==> src/hw/fas_regs.svh <==
`ifndef FAS_REGS_SVH
`define FAS_REGS_SVH
// register offsets on the internal register port
`define FAS_CFG_ADDR 8'h02
`define FAS_PIN_DEF_ADDR 8'h04
`define FAS_PIN_STAT_ADDR 8'h06
`define FAS_ALM_EN_ADDR 8'h08
`define FAS_ALM_STAT_ADDR 8'h0A
`define FAS_TACH_BASE_ADDR 8'h0C
// reset values; all pins come up released (output high)
`define FAS_CFG_RST 8'h00
`define FAS_PIN_DEF_RST 8'hFF
`define FAS_ALM_EN_RST 5'h00
// alarm bit positions in enable and status
`define FAS_ALM_MIN 0
`define FAS_ALM_MAX 1
`define FAS_ALM_OVF 2
`define FAS_ALM_FULL 3
`define FAS_ALM_SYNC 4
`define FAS_ALM_W 5
// two-bit fields of the pin definition register
`define FAS_PD_ALERT_LSB 0
`define FAS_PD_FULL_LSB 2
`define FAS_PD_SYNC_LSB 4
// configuration fields
`define FAS_CFG_MODE_LSB 4
`define FAS_CFG_PRE_W 3
// codes that flag loss of regulation or overflow
`define FAS_DAC_MIN 8'h00
`define FAS_DAC_MAX 8'hFF
`define FAS_TACH_SAT 8'hFF
// internal oscillator, as a rate, and its half period in core cycles
`define FAS_CORE_HZ 100000000
`define FAS_OSC_HZ 254000
`define FAS_OSC_HALF (`FAS_CORE_HZ / (2 * `FAS_OSC_HZ))
`endif

==> src/hw/fas_pkg.sv <==
package fas_pkg;
  // two-bit pin definition field; FAS_PD_ALT is the pin's special use
  typedef enum logic [1:0] {
    FAS_PD_CLK_IN = 2'h0,
    FAS_PD_ALT = 2'h1,
    FAS_PD_LOW = 2'h2,
    FAS_PD_HIGH = 2'h3
  } fas_pin_def_t;
  // loop mode field of the configuration register
  typedef enum logic [1:0] {
    FAS_LOOP_CLOSED = 2'h2
  } fas_loop_t;
endpackage

==> src/hw/fas_alarm_latch.sv <==
`timescale 1ns/1ps
module fas_alarm_latch #(
  parameter int N = 5
) (
  // clock and reset
  input wire logic core_clk_i,
  input wire logic nrst_i,
  // raw conditions, enables and the status read strobe
  input wire logic [N-1:0] cond_i,
  input wire logic [N-1:0] en_i,
  input wire logic rd_clr_i,
  // latched status and combined alarm level
  output logic [N-1:0] status_o,
  output logic alert_o
);
  logic [N-1:0] status;
  logic [N-1:0] next_status;

  // a present condition beats the read clear; a disabled bit drops at once
  always_comb begin
    next_status = en_i & (cond_i | (status & ~{N{rd_clr_i}}));
  end

  always_ff @(posedge core_clk_i or negedge nrst_i) begin
    if (!nrst_i) begin
      status <= '0;
    end else begin
      status <= next_status;
    end
  end

  assign status_o = status;
  assign alert_o = |(status & en_i);
endmodule

==> src/hw/fas_sync_clk.sv <==
`timescale 1ns/1ps
`include "fas_regs.svh"
module fas_sync_clk #(
  parameter int unsigned HALF = `FAS_OSC_HALF
) (
  // clock and reset
  input wire logic core_clk_i,
  input wire logic nrst_i,
  // pin definition field for the sync pin
  input wire fas_pkg::fas_pin_def_t pin_def_i,
  // sync clock pin, open drain
  input wire logic sync_clock_pin_i,
  output logic sync_clock_pin_o,
  output logic sync_clock_pin_oe_n_o,
  // one-cycle time base tick for the loop
  output logic tick_o
);
  localparam logic [15:0] HALF16 = 16'(HALF);
  logic [15:0] div_cnt;
  logic [15:0] next_div_cnt;
  logic osc;
  logic next_osc;
  logic pin_q;
  logic oe_n;
  logic next_oe_n;
  logic tick;
  logic next_tick;

  // internal oscillator always runs so a switch to master is glitch free
  always_comb begin
    next_div_cnt = div_cnt + 16'h0001;
    next_osc = osc;
    if (div_cnt >= HALF16 - 16'h0001) begin
      next_div_cnt = 16'h0000;
      next_osc = ~osc;
    end
    next_tick = 1'b0;
    next_oe_n = 1'b1;
    case (pin_def_i)
      fas_pkg::FAS_PD_ALT: begin
        next_oe_n = next_osc;
        next_tick = next_osc & ~osc;
      end
      fas_pkg::FAS_PD_CLK_IN: begin
        next_tick = sync_clock_pin_i & ~pin_q;
      end
      fas_pkg::FAS_PD_LOW: next_oe_n = 1'b0;
      default: next_oe_n = 1'b1;
    endcase
  end

  always_ff @(posedge core_clk_i or negedge nrst_i) begin
    if (!nrst_i) begin
      div_cnt <= 16'h0000;
      osc <= 1'b0;
      pin_q <= 1'b1;
      oe_n <= 1'b1;
      tick <= 1'b0;
    end else begin
      div_cnt <= next_div_cnt;
      osc <= next_osc;
      pin_q <= sync_clock_pin_i;
      oe_n <= next_oe_n;
      tick <= next_tick;
    end
  end

  // open drain: only ever pulls low
  assign sync_clock_pin_o = 1'b0;
  assign sync_clock_pin_oe_n_o = oe_n;
  assign tick_o = tick;
endmodule

==> src/hw/fas_alarm_top.sv <==
`timescale 1ns/1ps
`include "fas_regs.svh"
module fas_alarm_top #(
  parameter int N_TACH = 4
) (
  // clock and reset
  input wire logic core_clk_i,
  input wire logic nrst_i,
  // register port from the serial front end
  input wire logic [7:0] reg_addr_i,
  input wire logic reg_wr_i,
  input wire logic reg_rd_i,
  input wire logic [7:0] reg_wdata_i,
  output logic [7:0] reg_rdata_o,
  // regulation loop and tachometer inputs
  input wire logic [7:0] dac_code_i,
  input wire logic [N_TACH-1:0] tach_pulse_i,
  input wire logic count_start_i,
  // alert capable pin, open drain
  input wire logic alert_capable_pin_i,
  output logic alert_capable_pin_o,
  output logic alert_capable_pin_oe_n_o,
  // full-on pin, open drain
  input wire logic full_on_pin_i,
  output logic full_on_pin_o,
  output logic full_on_pin_oe_n_o,
  // sync clock pin, open drain
  input wire logic sync_clock_pin_i,
  output logic sync_clock_pin_o,
  output logic sync_clock_pin_oe_n_o,
  // controls toward the regulation loop
  output logic closed_loop_o,
  output logic [`FAS_CFG_PRE_W-1:0] prescale_o,
  output logic full_on_req_o,
  output logic time_tick_o,
  output logic alarm_active_o
);

  // picks one two-bit field out of the pin definition register
  function automatic fas_pkg::fas_pin_def_t pd_field(
    input logic [7:0] r,
    input int lsb
  );
    pd_field = fas_pkg::fas_pin_def_t'(r[lsb +: 2]);
  endfunction

  logic [7:0] cfg;
  logic [7:0] next_cfg;
  logic [7:0] pin_def;
  logic [7:0] next_pin_def;
  logic [`FAS_ALM_W-1:0] alm_en;
  logic [`FAS_ALM_W-1:0] next_alm_en;
  logic [`FAS_ALM_W-1:0] alm_status;
  logic [`FAS_ALM_W-1:0] alm_cond;
  logic alarm_any;
  logic stat_rd;
  logic [7:0] reg_rdata;
  logic [7:0] next_rdata;
  logic [7:0] tach_cnt [N_TACH];
  logic [7:0] next_tach_cnt [N_TACH];
  logic tach_ovf;
  logic alert_oe_n;
  logic next_alert_oe_n;
  logic full_oe_n;
  logic next_full_oe_n;
  logic full_req;
  logic next_full_req;
  fas_pkg::fas_pin_def_t alert_mode;
  fas_pkg::fas_pin_def_t full_mode;
  fas_pkg::fas_pin_def_t sync_mode;

  assign alert_mode = pd_field(pin_def, `FAS_PD_ALERT_LSB);
  assign full_mode = pd_field(pin_def, `FAS_PD_FULL_LSB);
  assign sync_mode = pd_field(pin_def, `FAS_PD_SYNC_LSB);
  assign stat_rd = reg_rd_i && (reg_addr_i == `FAS_ALM_STAT_ADDR);

  // register writes; reserved enable bits are not stored and read zero
  always_comb begin
    next_cfg = cfg;
    next_pin_def = pin_def;
    next_alm_en = alm_en;
    if (reg_wr_i) begin
      case (reg_addr_i)
        `FAS_CFG_ADDR: next_cfg = reg_wdata_i;
        `FAS_PIN_DEF_ADDR: next_pin_def = reg_wdata_i;
        `FAS_ALM_EN_ADDR: begin
          next_alm_en = reg_wdata_i[`FAS_ALM_W-1:0];
        end
        default: next_alm_en = alm_en;
      endcase
    end
  end

  always_ff @(posedge core_clk_i or negedge nrst_i) begin
    if (!nrst_i) begin
      cfg <= `FAS_CFG_RST;
      pin_def <= `FAS_PIN_DEF_RST;
      alm_en <= `FAS_ALM_EN_RST;
    end else begin
      cfg <= next_cfg;
      pin_def <= next_pin_def;
      alm_en <= next_alm_en;
    end
  end

  // tach counters count pulses per window and stick at full scale
  always_comb begin
    tach_ovf = 1'b0;
    for (int i = 0; i < N_TACH; i++) begin
      next_tach_cnt[i] = tach_cnt[i];
      if (count_start_i) begin
        next_tach_cnt[i] = 8'h00;
      end else if (tach_pulse_i[i] && tach_cnt[i] != `FAS_TACH_SAT) begin
        next_tach_cnt[i] = tach_cnt[i] + 8'h01;
      end
      if (tach_cnt[i] == `FAS_TACH_SAT) begin
        tach_ovf = 1'b1;
      end
    end
  end

  always_ff @(posedge core_clk_i or negedge nrst_i) begin
    if (!nrst_i) begin
      for (int i = 0; i < N_TACH; i++) begin
        tach_cnt[i] <= 8'h00;
      end
    end else begin
      for (int i = 0; i < N_TACH; i++) begin
        tach_cnt[i] <= next_tach_cnt[i];
      end
    end
  end

  // raw alarm conditions; pin levels count whatever the pin is set up as
  always_comb begin
    alm_cond = '0;
    alm_cond[`FAS_ALM_MIN] = (dac_code_i == `FAS_DAC_MIN);
    alm_cond[`FAS_ALM_MAX] = (dac_code_i == `FAS_DAC_MAX);
    alm_cond[`FAS_ALM_OVF] = tach_ovf;
    alm_cond[`FAS_ALM_FULL] = !full_on_pin_i;
    alm_cond[`FAS_ALM_SYNC] = !sync_clock_pin_i;
  end

  // sticky status, gated by the enables, cleared by read or disable
  fas_alarm_latch #(
    .N(`FAS_ALM_W)
  ) u_latch (
    .core_clk_i(core_clk_i),
    .nrst_i(nrst_i),
    .cond_i(alm_cond),
    .en_i(alm_en),
    .rd_clr_i(stat_rd),
    .status_o(alm_status),
    .alert_o(alarm_any)
  );

  // read data is registered and holds between reads
  always_comb begin
    next_rdata = 8'h00;
    case (reg_addr_i)
      `FAS_CFG_ADDR: next_rdata = cfg;
      `FAS_PIN_DEF_ADDR: next_rdata = pin_def;
      `FAS_PIN_STAT_ADDR: begin
        next_rdata = {5'h00, sync_clock_pin_i, full_on_pin_i,
                      alert_capable_pin_i};
      end
      `FAS_ALM_EN_ADDR: next_rdata = {3'h0, alm_en};
      `FAS_ALM_STAT_ADDR: next_rdata = {3'h0, alm_status};
      default: begin
        for (int i = 0; i < N_TACH; i++) begin
          if (reg_addr_i == `FAS_TACH_BASE_ADDR + 8'(i)) begin
            next_rdata = tach_cnt[i];
          end
        end
      end
    endcase
    if (!reg_rd_i) begin
      next_rdata = reg_rdata;
    end
  end

  always_ff @(posedge core_clk_i or negedge nrst_i) begin
    if (!nrst_i) begin
      reg_rdata <= 8'h00;
    end else begin
      reg_rdata <= next_rdata;
    end
  end

  // pin drivers; registered so a field change cannot glitch the pin
  always_comb begin
    case (alert_mode)
      fas_pkg::FAS_PD_ALT: next_alert_oe_n = ~alarm_any;
      fas_pkg::FAS_PD_LOW: next_alert_oe_n = 1'b0;
      default: next_alert_oe_n = 1'b1;
    endcase
    next_full_oe_n = (full_mode != fas_pkg::FAS_PD_LOW);
    next_full_req = (full_mode == fas_pkg::FAS_PD_ALT) && !full_on_pin_i;
  end

  always_ff @(posedge core_clk_i or negedge nrst_i) begin
    if (!nrst_i) begin
      alert_oe_n <= 1'b1;
      full_oe_n <= 1'b1;
      full_req <= 1'b0;
    end else begin
      alert_oe_n <= next_alert_oe_n;
      full_oe_n <= next_full_oe_n;
      full_req <= next_full_req;
    end
  end

  // clock master or slave on the sync pin
  fas_sync_clk #(
    .HALF(`FAS_OSC_HALF)
  ) u_sync (
    .core_clk_i(core_clk_i),
    .nrst_i(nrst_i),
    .pin_def_i(sync_mode),
    .sync_clock_pin_i(sync_clock_pin_i),
    .sync_clock_pin_o(sync_clock_pin_o),
    .sync_clock_pin_oe_n_o(sync_clock_pin_oe_n_o),
    .tick_o(time_tick_o)
  );

  // outputs; open drain pins only ever pull low
  assign reg_rdata_o = reg_rdata;
  assign alert_capable_pin_o = 1'b0;
  assign alert_capable_pin_oe_n_o = alert_oe_n;
  assign full_on_pin_o = 1'b0;
  assign full_on_pin_oe_n_o = full_oe_n;
  assign full_on_req_o = full_req;
  assign alarm_active_o = alarm_any;
  assign closed_loop_o = (cfg[`FAS_CFG_MODE_LSB +: 2] ==
                          fas_pkg::FAS_LOOP_CLOSED);
  assign prescale_o = cfg[`FAS_CFG_PRE_W-1:0];
endmodule

==> config.mk <==
export PLATFORM = sky130hd
export DESIGN_NAME = fas_alarm_top
export DESIGN_NICKNAME = d
export VERILOG_FILES = /design/src/hw/fas_pkg.sv /design/src/hw/fas_alarm_latch.sv /design/src/hw/fas_sync_clk.sv /design/src/hw/fas_alarm_top.sv
export VERILOG_INCLUDE_DIRS = /design/src /design/src/hw
export SDC_FILE = /design/constraint.sdc
export NUM_CORES = 1
export LEC_CHECK = 0
export ABC_CLOCK_PERIOD_IN_PS = 2100
export BUFFER_PORTS_ARGS = -buffer_cell sky130_fd_sc_hd__buf_2
export CELL_PAD_IN_SITES_DETAIL_PLACEMENT = 1
export CELL_PAD_IN_SITES_GLOBAL_PLACEMENT = 1
export CORE_MARGIN = 10
export CORE_UTILIZATION = 41
export DETAILED_ROUTE_END_ITERATION = 8
export MAX_ROUTING_LAYER = met4
export PLACE_DENSITY = 0.77
export SLEW_MARGIN = 25
export SYNTH_ARGS = -nofsm -noshare
export SYNTH_HDL_FRONTEND = slang
export SYNTH_SLANG_ARGS = --single-unit
==> constraint.sdc <==
create_clock -name core_clk_i -period 2.1 [get_ports core_clk_i]
set_input_delay 0.42 -clock core_clk_i [delete_from_list [all_inputs] [get_ports core_clk_i]]
set_output_delay 0.42 -clock core_clk_i [all_outputs]
set_load 0.01 [all_outputs]
* After elaboration in Yosys (flattened, before gate mapping)
Cells that the tools add are included.
** Word-level totals
- Flip-flop bits (word level) :: 89
- Input port bits :: 36
- Output and inout port bits :: 21
- Word-level logic and storage cells :: 98
** Cells by class
- Add/sub/neg operators :: 5
- $lt $le $gt $ge :: 1
- Equality and inequality tests :: 25
- Multiplexer cells :: 22
- Bitwise gates (word level) :: 10
- Reduce and logical (&&, ||, !) cells :: 18
** Operators by type and width (number)
- $mux 8 :: 12
- $eq 8x4->1 const B :: 6
- $eq 8x8->1 const B :: 5
- $pmux 8 s5 :: 1
- $add 8x1->8 const B :: 4
- $ne 8x8->1 const B :: 4
- $add 16x1->16 const B :: 1
- $eq 8x3->1 const B :: 2
- $ge 16x8->1 const B :: 1
- $mux 16 :: 1
- $and 5x5->5 :: 3
- $eq 8x2->1 const B :: 1
- $logic_not 8->1 :: 1
- $reduce_bool 2->1 :: 4
- $eq 2x1->1 const B :: 3
- $eq 2x2->1 const B :: 3
- $logic_and 1x1->1 :: 6
- $pmux 1 s2 :: 3
- $reduce_and 2->1 :: 3
- $mux 1 :: 5
- $not 5->5 :: 1
- $or 5x5->5 :: 1
- $reduce_or 5->1 :: 1
- $not 1->1 :: 3
- 4 further kinds :: 6

* Depth between registers and ports, before layout
- Depth after elaboration :: 7
- Mapped depth :: 7
- Depth with buffers taken out :: 7

* Hierarchy
From an unflattened synthesis, not the netlist that was laid out.
** Second synthesis, totals
- Cell total of the unflattened synthesis :: 426
- Area, all modules :: 4544.4 um2
** By module, submodules not included
- fas_alarm_top :: instances 1, cells each 347, area an instance 3552.2 um2, seq. area each 1614.0 um2
- fas_sync_clk :: instances 1, cells each 61, area an instance 777.0 um2, seq. area each 503.0 um2
- fas_alarm_latch :: instances 1, cells each 18, area an instance 215.2 um2, seq. area each 125.1 um2

* Worst setup path before layout
Ideal clock, no wire load.
- Path kind :: register to register
- From :: register u_sync.div_cnt[0]
- To :: register u_sync.oe_n, in the netlist u_sync.sync_clock_pin_oe_n_o
- Setup time :: 0.082 ns
- Arrival time :: 2.043 ns
- Data required time :: 2.018 ns
- Setup slack :: -0.025 ns
- Cell stages (with the launch flop) :: 8
- Path buffers :: 0
- Clock period less this slack :: 2.125 ns
- Path through :: dfrtp_1 ha_1 or4_1 o211ai_1 nand3_1 ha_1 nand2_1 mux2_2
** Between the ends
- Word-level cells in the longest chain between the ends :: 3
** RTL lines
- start, declared :: RTL line fas_sync_clk.sv:19 : logic [15:0] div_cnt;
- start signal, assigned :: RTL line fas_sync_clk.sv:60 : div_cnt <= next_div_cnt;
- $ge 16x8->1 :: RTL line fas_sync_clk.sv:33 : if (div_cnt >= HALF16 - 16'h0001) begin
- $mux 1 :: RTL line fas_sync_clk.sv:33
- $pmux 1 s2 :: RTL line fas_sync_clk.sv:39 : case (pin_def_i)
- via u_sync.next_oe_n :: RTL line fas_sync_clk.sv:25 : logic next_oe_n;
- end signal, assigned :: RTL line fas_sync_clk.sv:63 : oe_n <= next_oe_n;
- end, declared :: RTL line fas_sync_clk.sv:24 : logic oe_n;
The timed path passes the listed nets, and every way through them passes these cells.
A chain may end at the register's enable or synchronous reset.

* Worst setup path in the final report
- From :: register u_sync.div_cnt[1]
- To :: register u_sync.oe_n, in the netlist u_sync.sync_clock_pin_oe_n_o
Same word-level chain as after synthesis.

==> flow_summary.toml <==
[status]
status = "finished, final reports clean"

[clock_tree]
clock_latency_ns = 0.37
clkSinkCount = 89
cts-root-buf = "clkbuf_8"
clk_pin_slew_ns = 0.09
cts_tree = "done"
clockBufferDepth = 2
htree_levels = 3
cts_made_buffers = 9

[route]
via_per_inst = 5.548
ant_nets = 0
wl_mm = 12.18
dr.pass1.iters = 4
via_count = 3645
drt-initial-drc-count = 146
post_drt_wl_per_cell_um = 18.53
drc = 0

[logic_synthesis]
avgSynthCellArea_um2 = 10.36
async_flop_share = 1.000
ys_seq_area_frac = 0.4898
synth.area.mux_share = 0.08226
synth.top_cell.area_share = 0.4209
synth_top_family_by_area = "simple AND/OR/NAND/NOR gates"
yosys.area_share.adder = 0.01640
ys_warn_count = 0
netlist_area_mm2 = 0.004578
synth_area_leaders = "dfrtp_1 42%, mux2_2 7.1%, dfstp_2 6.9%"
yosys.area_share.simple = 0.2031
ys_top_cells_by_count = "77 x dfrtp_1, 45 x nor2_1, 30 x nand2_1, 29 x mux2_2, 23 x a21oi_1"
ys_ff_latch = 89
synthCells = 442
synth-edff-count = 0
synth_compound_area_frac = 0.1235
synth_largest_area_cell = "dfrtp_1"
synth_ff_type = "dfrtp_1"
ys_types = 59
synth_most_common_cell = "dfrtp_1"
synthXorXnorAreaFrac = 0.05165

[critical_path]
crit_start = "u_sync.div_cnt[1]$_DFF_PN0_"
max_stage_delay_ns = 0.41
crit_type = "flop to flop"
cp_num_buf_inv = 0
cp.arrival_ns = 2.38
ff2ff_path_depth = 7
cp-end-kind = "flop"
crit_fanout = 2
cp-start-kind = "flop"
critPathSlowestCell = "or4_4"
worst-r2r-setup-slack_ns = 0.03
r2r-end = "u_sync.sync_clock_pin_oe_n_o$_DFF_PN1_"
crit_required_ns = 2.40
worstPathCellList = "ha_2, or4_4, o211ai_1, nand3_2, ha_4, nand2_1, mux2_2"
cp_top_family = "simple AND/OR/NAND/NOR gates"
reg2reg_from = "u_sync.div_cnt[1]$_DFF_PN0_"

[global_routing]
grt_antenna_before_repair = 1
grt_pass1_vias = 3933
grt_pass1_wl_mm = 20.28
grt_usage = 0.1605
grt.overflow.total = 0
grt_max_degree = 40

[finish]
final_layout_size_suffix_gt1_frac = 0.2810
n_fill_cell = 1233
instances_no_fill = 657
regArea_mm2 = 0.002242
syn2layout_area_growth_pct = 15.63
fin_area_mm2 = 0.005294
final_nets = 554
multiInputGateArea_mm2 = 0.002248

[timing]
setup_violations = 0
rsz0062_at_grt = "yes"
hold_viol_final = 0
max_slew_margin = 0.6082
fmax_mhz = 482.5
fin_crit_ns = 2.072
period_share = 0.9868
totalNegativeSetupSlack_ns = 0
tightest_slew_ns = 0.5877
drv_slew = 0
skew_ns = 0.01475

[pwr]
power_leakage_uw = 0.002328
vdd_drop_max_v = 0.0003518
p_per_area_mw_per_mm2 = 615.2

[die]
core_region_area_mm2 = 0.01089
row_count = 38
design.portCount = 57
dieArea_mm2 = 0.01579
die_w_um = 125.7
initial_core_util = 0.4205
fp.dieH_um = 125.7

[place]
dp.cells = 640
dp_hpwl_mm = 9.276
post_dp_cell_area_mm2 = 0.005089
io_buffers = 53
place_congestion = 0.8307

[hold_path]
hold_class = "primary input to async pin"

[run]
cap_violations = 0
==> worst max path at each step <==
stage,end,slack [ns],depth (start not counted)
6_report,u_sync.sync_clock_pin_oe_n_o$_DFF_PN1_,0.03,7
5_1_grt,u_sync.sync_clock_pin_oe_n_o$_DFF_PN1_,-0.06,7
4_1_cts,u_sync.sync_clock_pin_oe_n_o$_DFF_PN1_,0.007,7
3_5_place_dp,reg_rdata_o[4]$_DFFE_PN0P_,-0.28,6
3_3_place_gp,reg_rdata_o[4]$_DFFE_PN0P_,-0.14,6
2_1_floorplan,u_sync.sync_clock_pin_oe_n_o$_DFF_PN1_,0.03,7
==> final cells by class <==
type | count | share of cell area
tap | 140 | 0.03309
clock inverter | 5 | 0.007327
antenna | 1 | 0.0004727
multi-input combinational | 332 | 0.4247
inverter | 9 | 0.006381
sequential | 89 | 0.4235
timing repair buffer | 71 | 0.07847
clock buffer | 10 | 0.02600
==> flip-flops by register name, indices dropped and copies added (netlist names) <==
name,cells
alert_capable_pin_oe_n_o,1
pin_def,8
full_on_pin_oe_n_o,1
reg_rdata_o,8
u_sync.pin_q,1
u_sync.osc,1
u_sync.sync_clock_pin_oe_n_o,1
full_on_req_o,1
alm_en,5
tach_cnt,32
u_sync.div_cnt,16
u_latch.status_o,5
cfg,8
u_sync.tick_o,1
==> routing by layer <==
metal / vias to the layer above / global-route usage / share of wire
met5: - / - / 0
met4: 0 / 0.04810 / 0.013
met3: 14 / 0.02433 / 0.023
met2: 54 / 0.2815 / 0.53
met1: 1854 / 0.1850 / 0.44
li1: 1723 / - / -
==> report_power, final <==
part | switching (uW) | total [uW] | internal (uW)
Clock | 645 | 1110 | 465
Sequential | 47.3 | 1820 | 1780
Combinational | 195 | 322 | 128
==> per-stage QoR <==
step | setup slack (ns) | power (uW) | hold slack (ns) | util
5_1_grt | -0.05907 | 3415 | 0.05384 | 0.4862
2_1_floorplan | 0.02715 | 2022 | 0.1244 | -
3_3_place_gp | -0.1404 | 2162 | 0.4278 | 0.4674
3_5_place_dp | -0.2811 | 2179 | 0.4228 | 0.4674
6_report | 0.02762 | 3257 | 0.02266 | 0.4862
4_1_cts | 0.006831 | 3297 | 0.02738 | 0.4856
==> timing repair <==
action	4_1_cts	5_1_grt
pin swaps	2	3
resized for setup	2	1
hold endpoints to repair	0	0
buffers inserted	1	0
cloned	0	0
endpoints found under the setup margin	1	1
hold buffers	0	0
==> cell usage in the layout (no fill, tap or decap), drive strengths merged, types with 8 or more instances in the layout <==
cell type,Yosys,routed
nor3,13,13
a21oi,23,23
a2111oi,8,8
o21ai,21,21
nand2,30,30
dfstp,12,12
nand2b,12,12
xor2,15,15
nand3,16,16
clkbuf,13,10
buf,9,71
mux2,29,29
nand4,14,14
conb,1,11
xnor2,12,12
nor2,48,48
inv,9,11
dfrtp,77,77
==> cells by family after synthesis <==
family / Yosys count
simple gates: 168
flops: 89
compound gates: 86
mux: 34
buf+inv: 31
xor+xnor: 27
fa+ha+maj: 6
other cells: 1
Note: power is estimated with default switching activity, not from simulation.
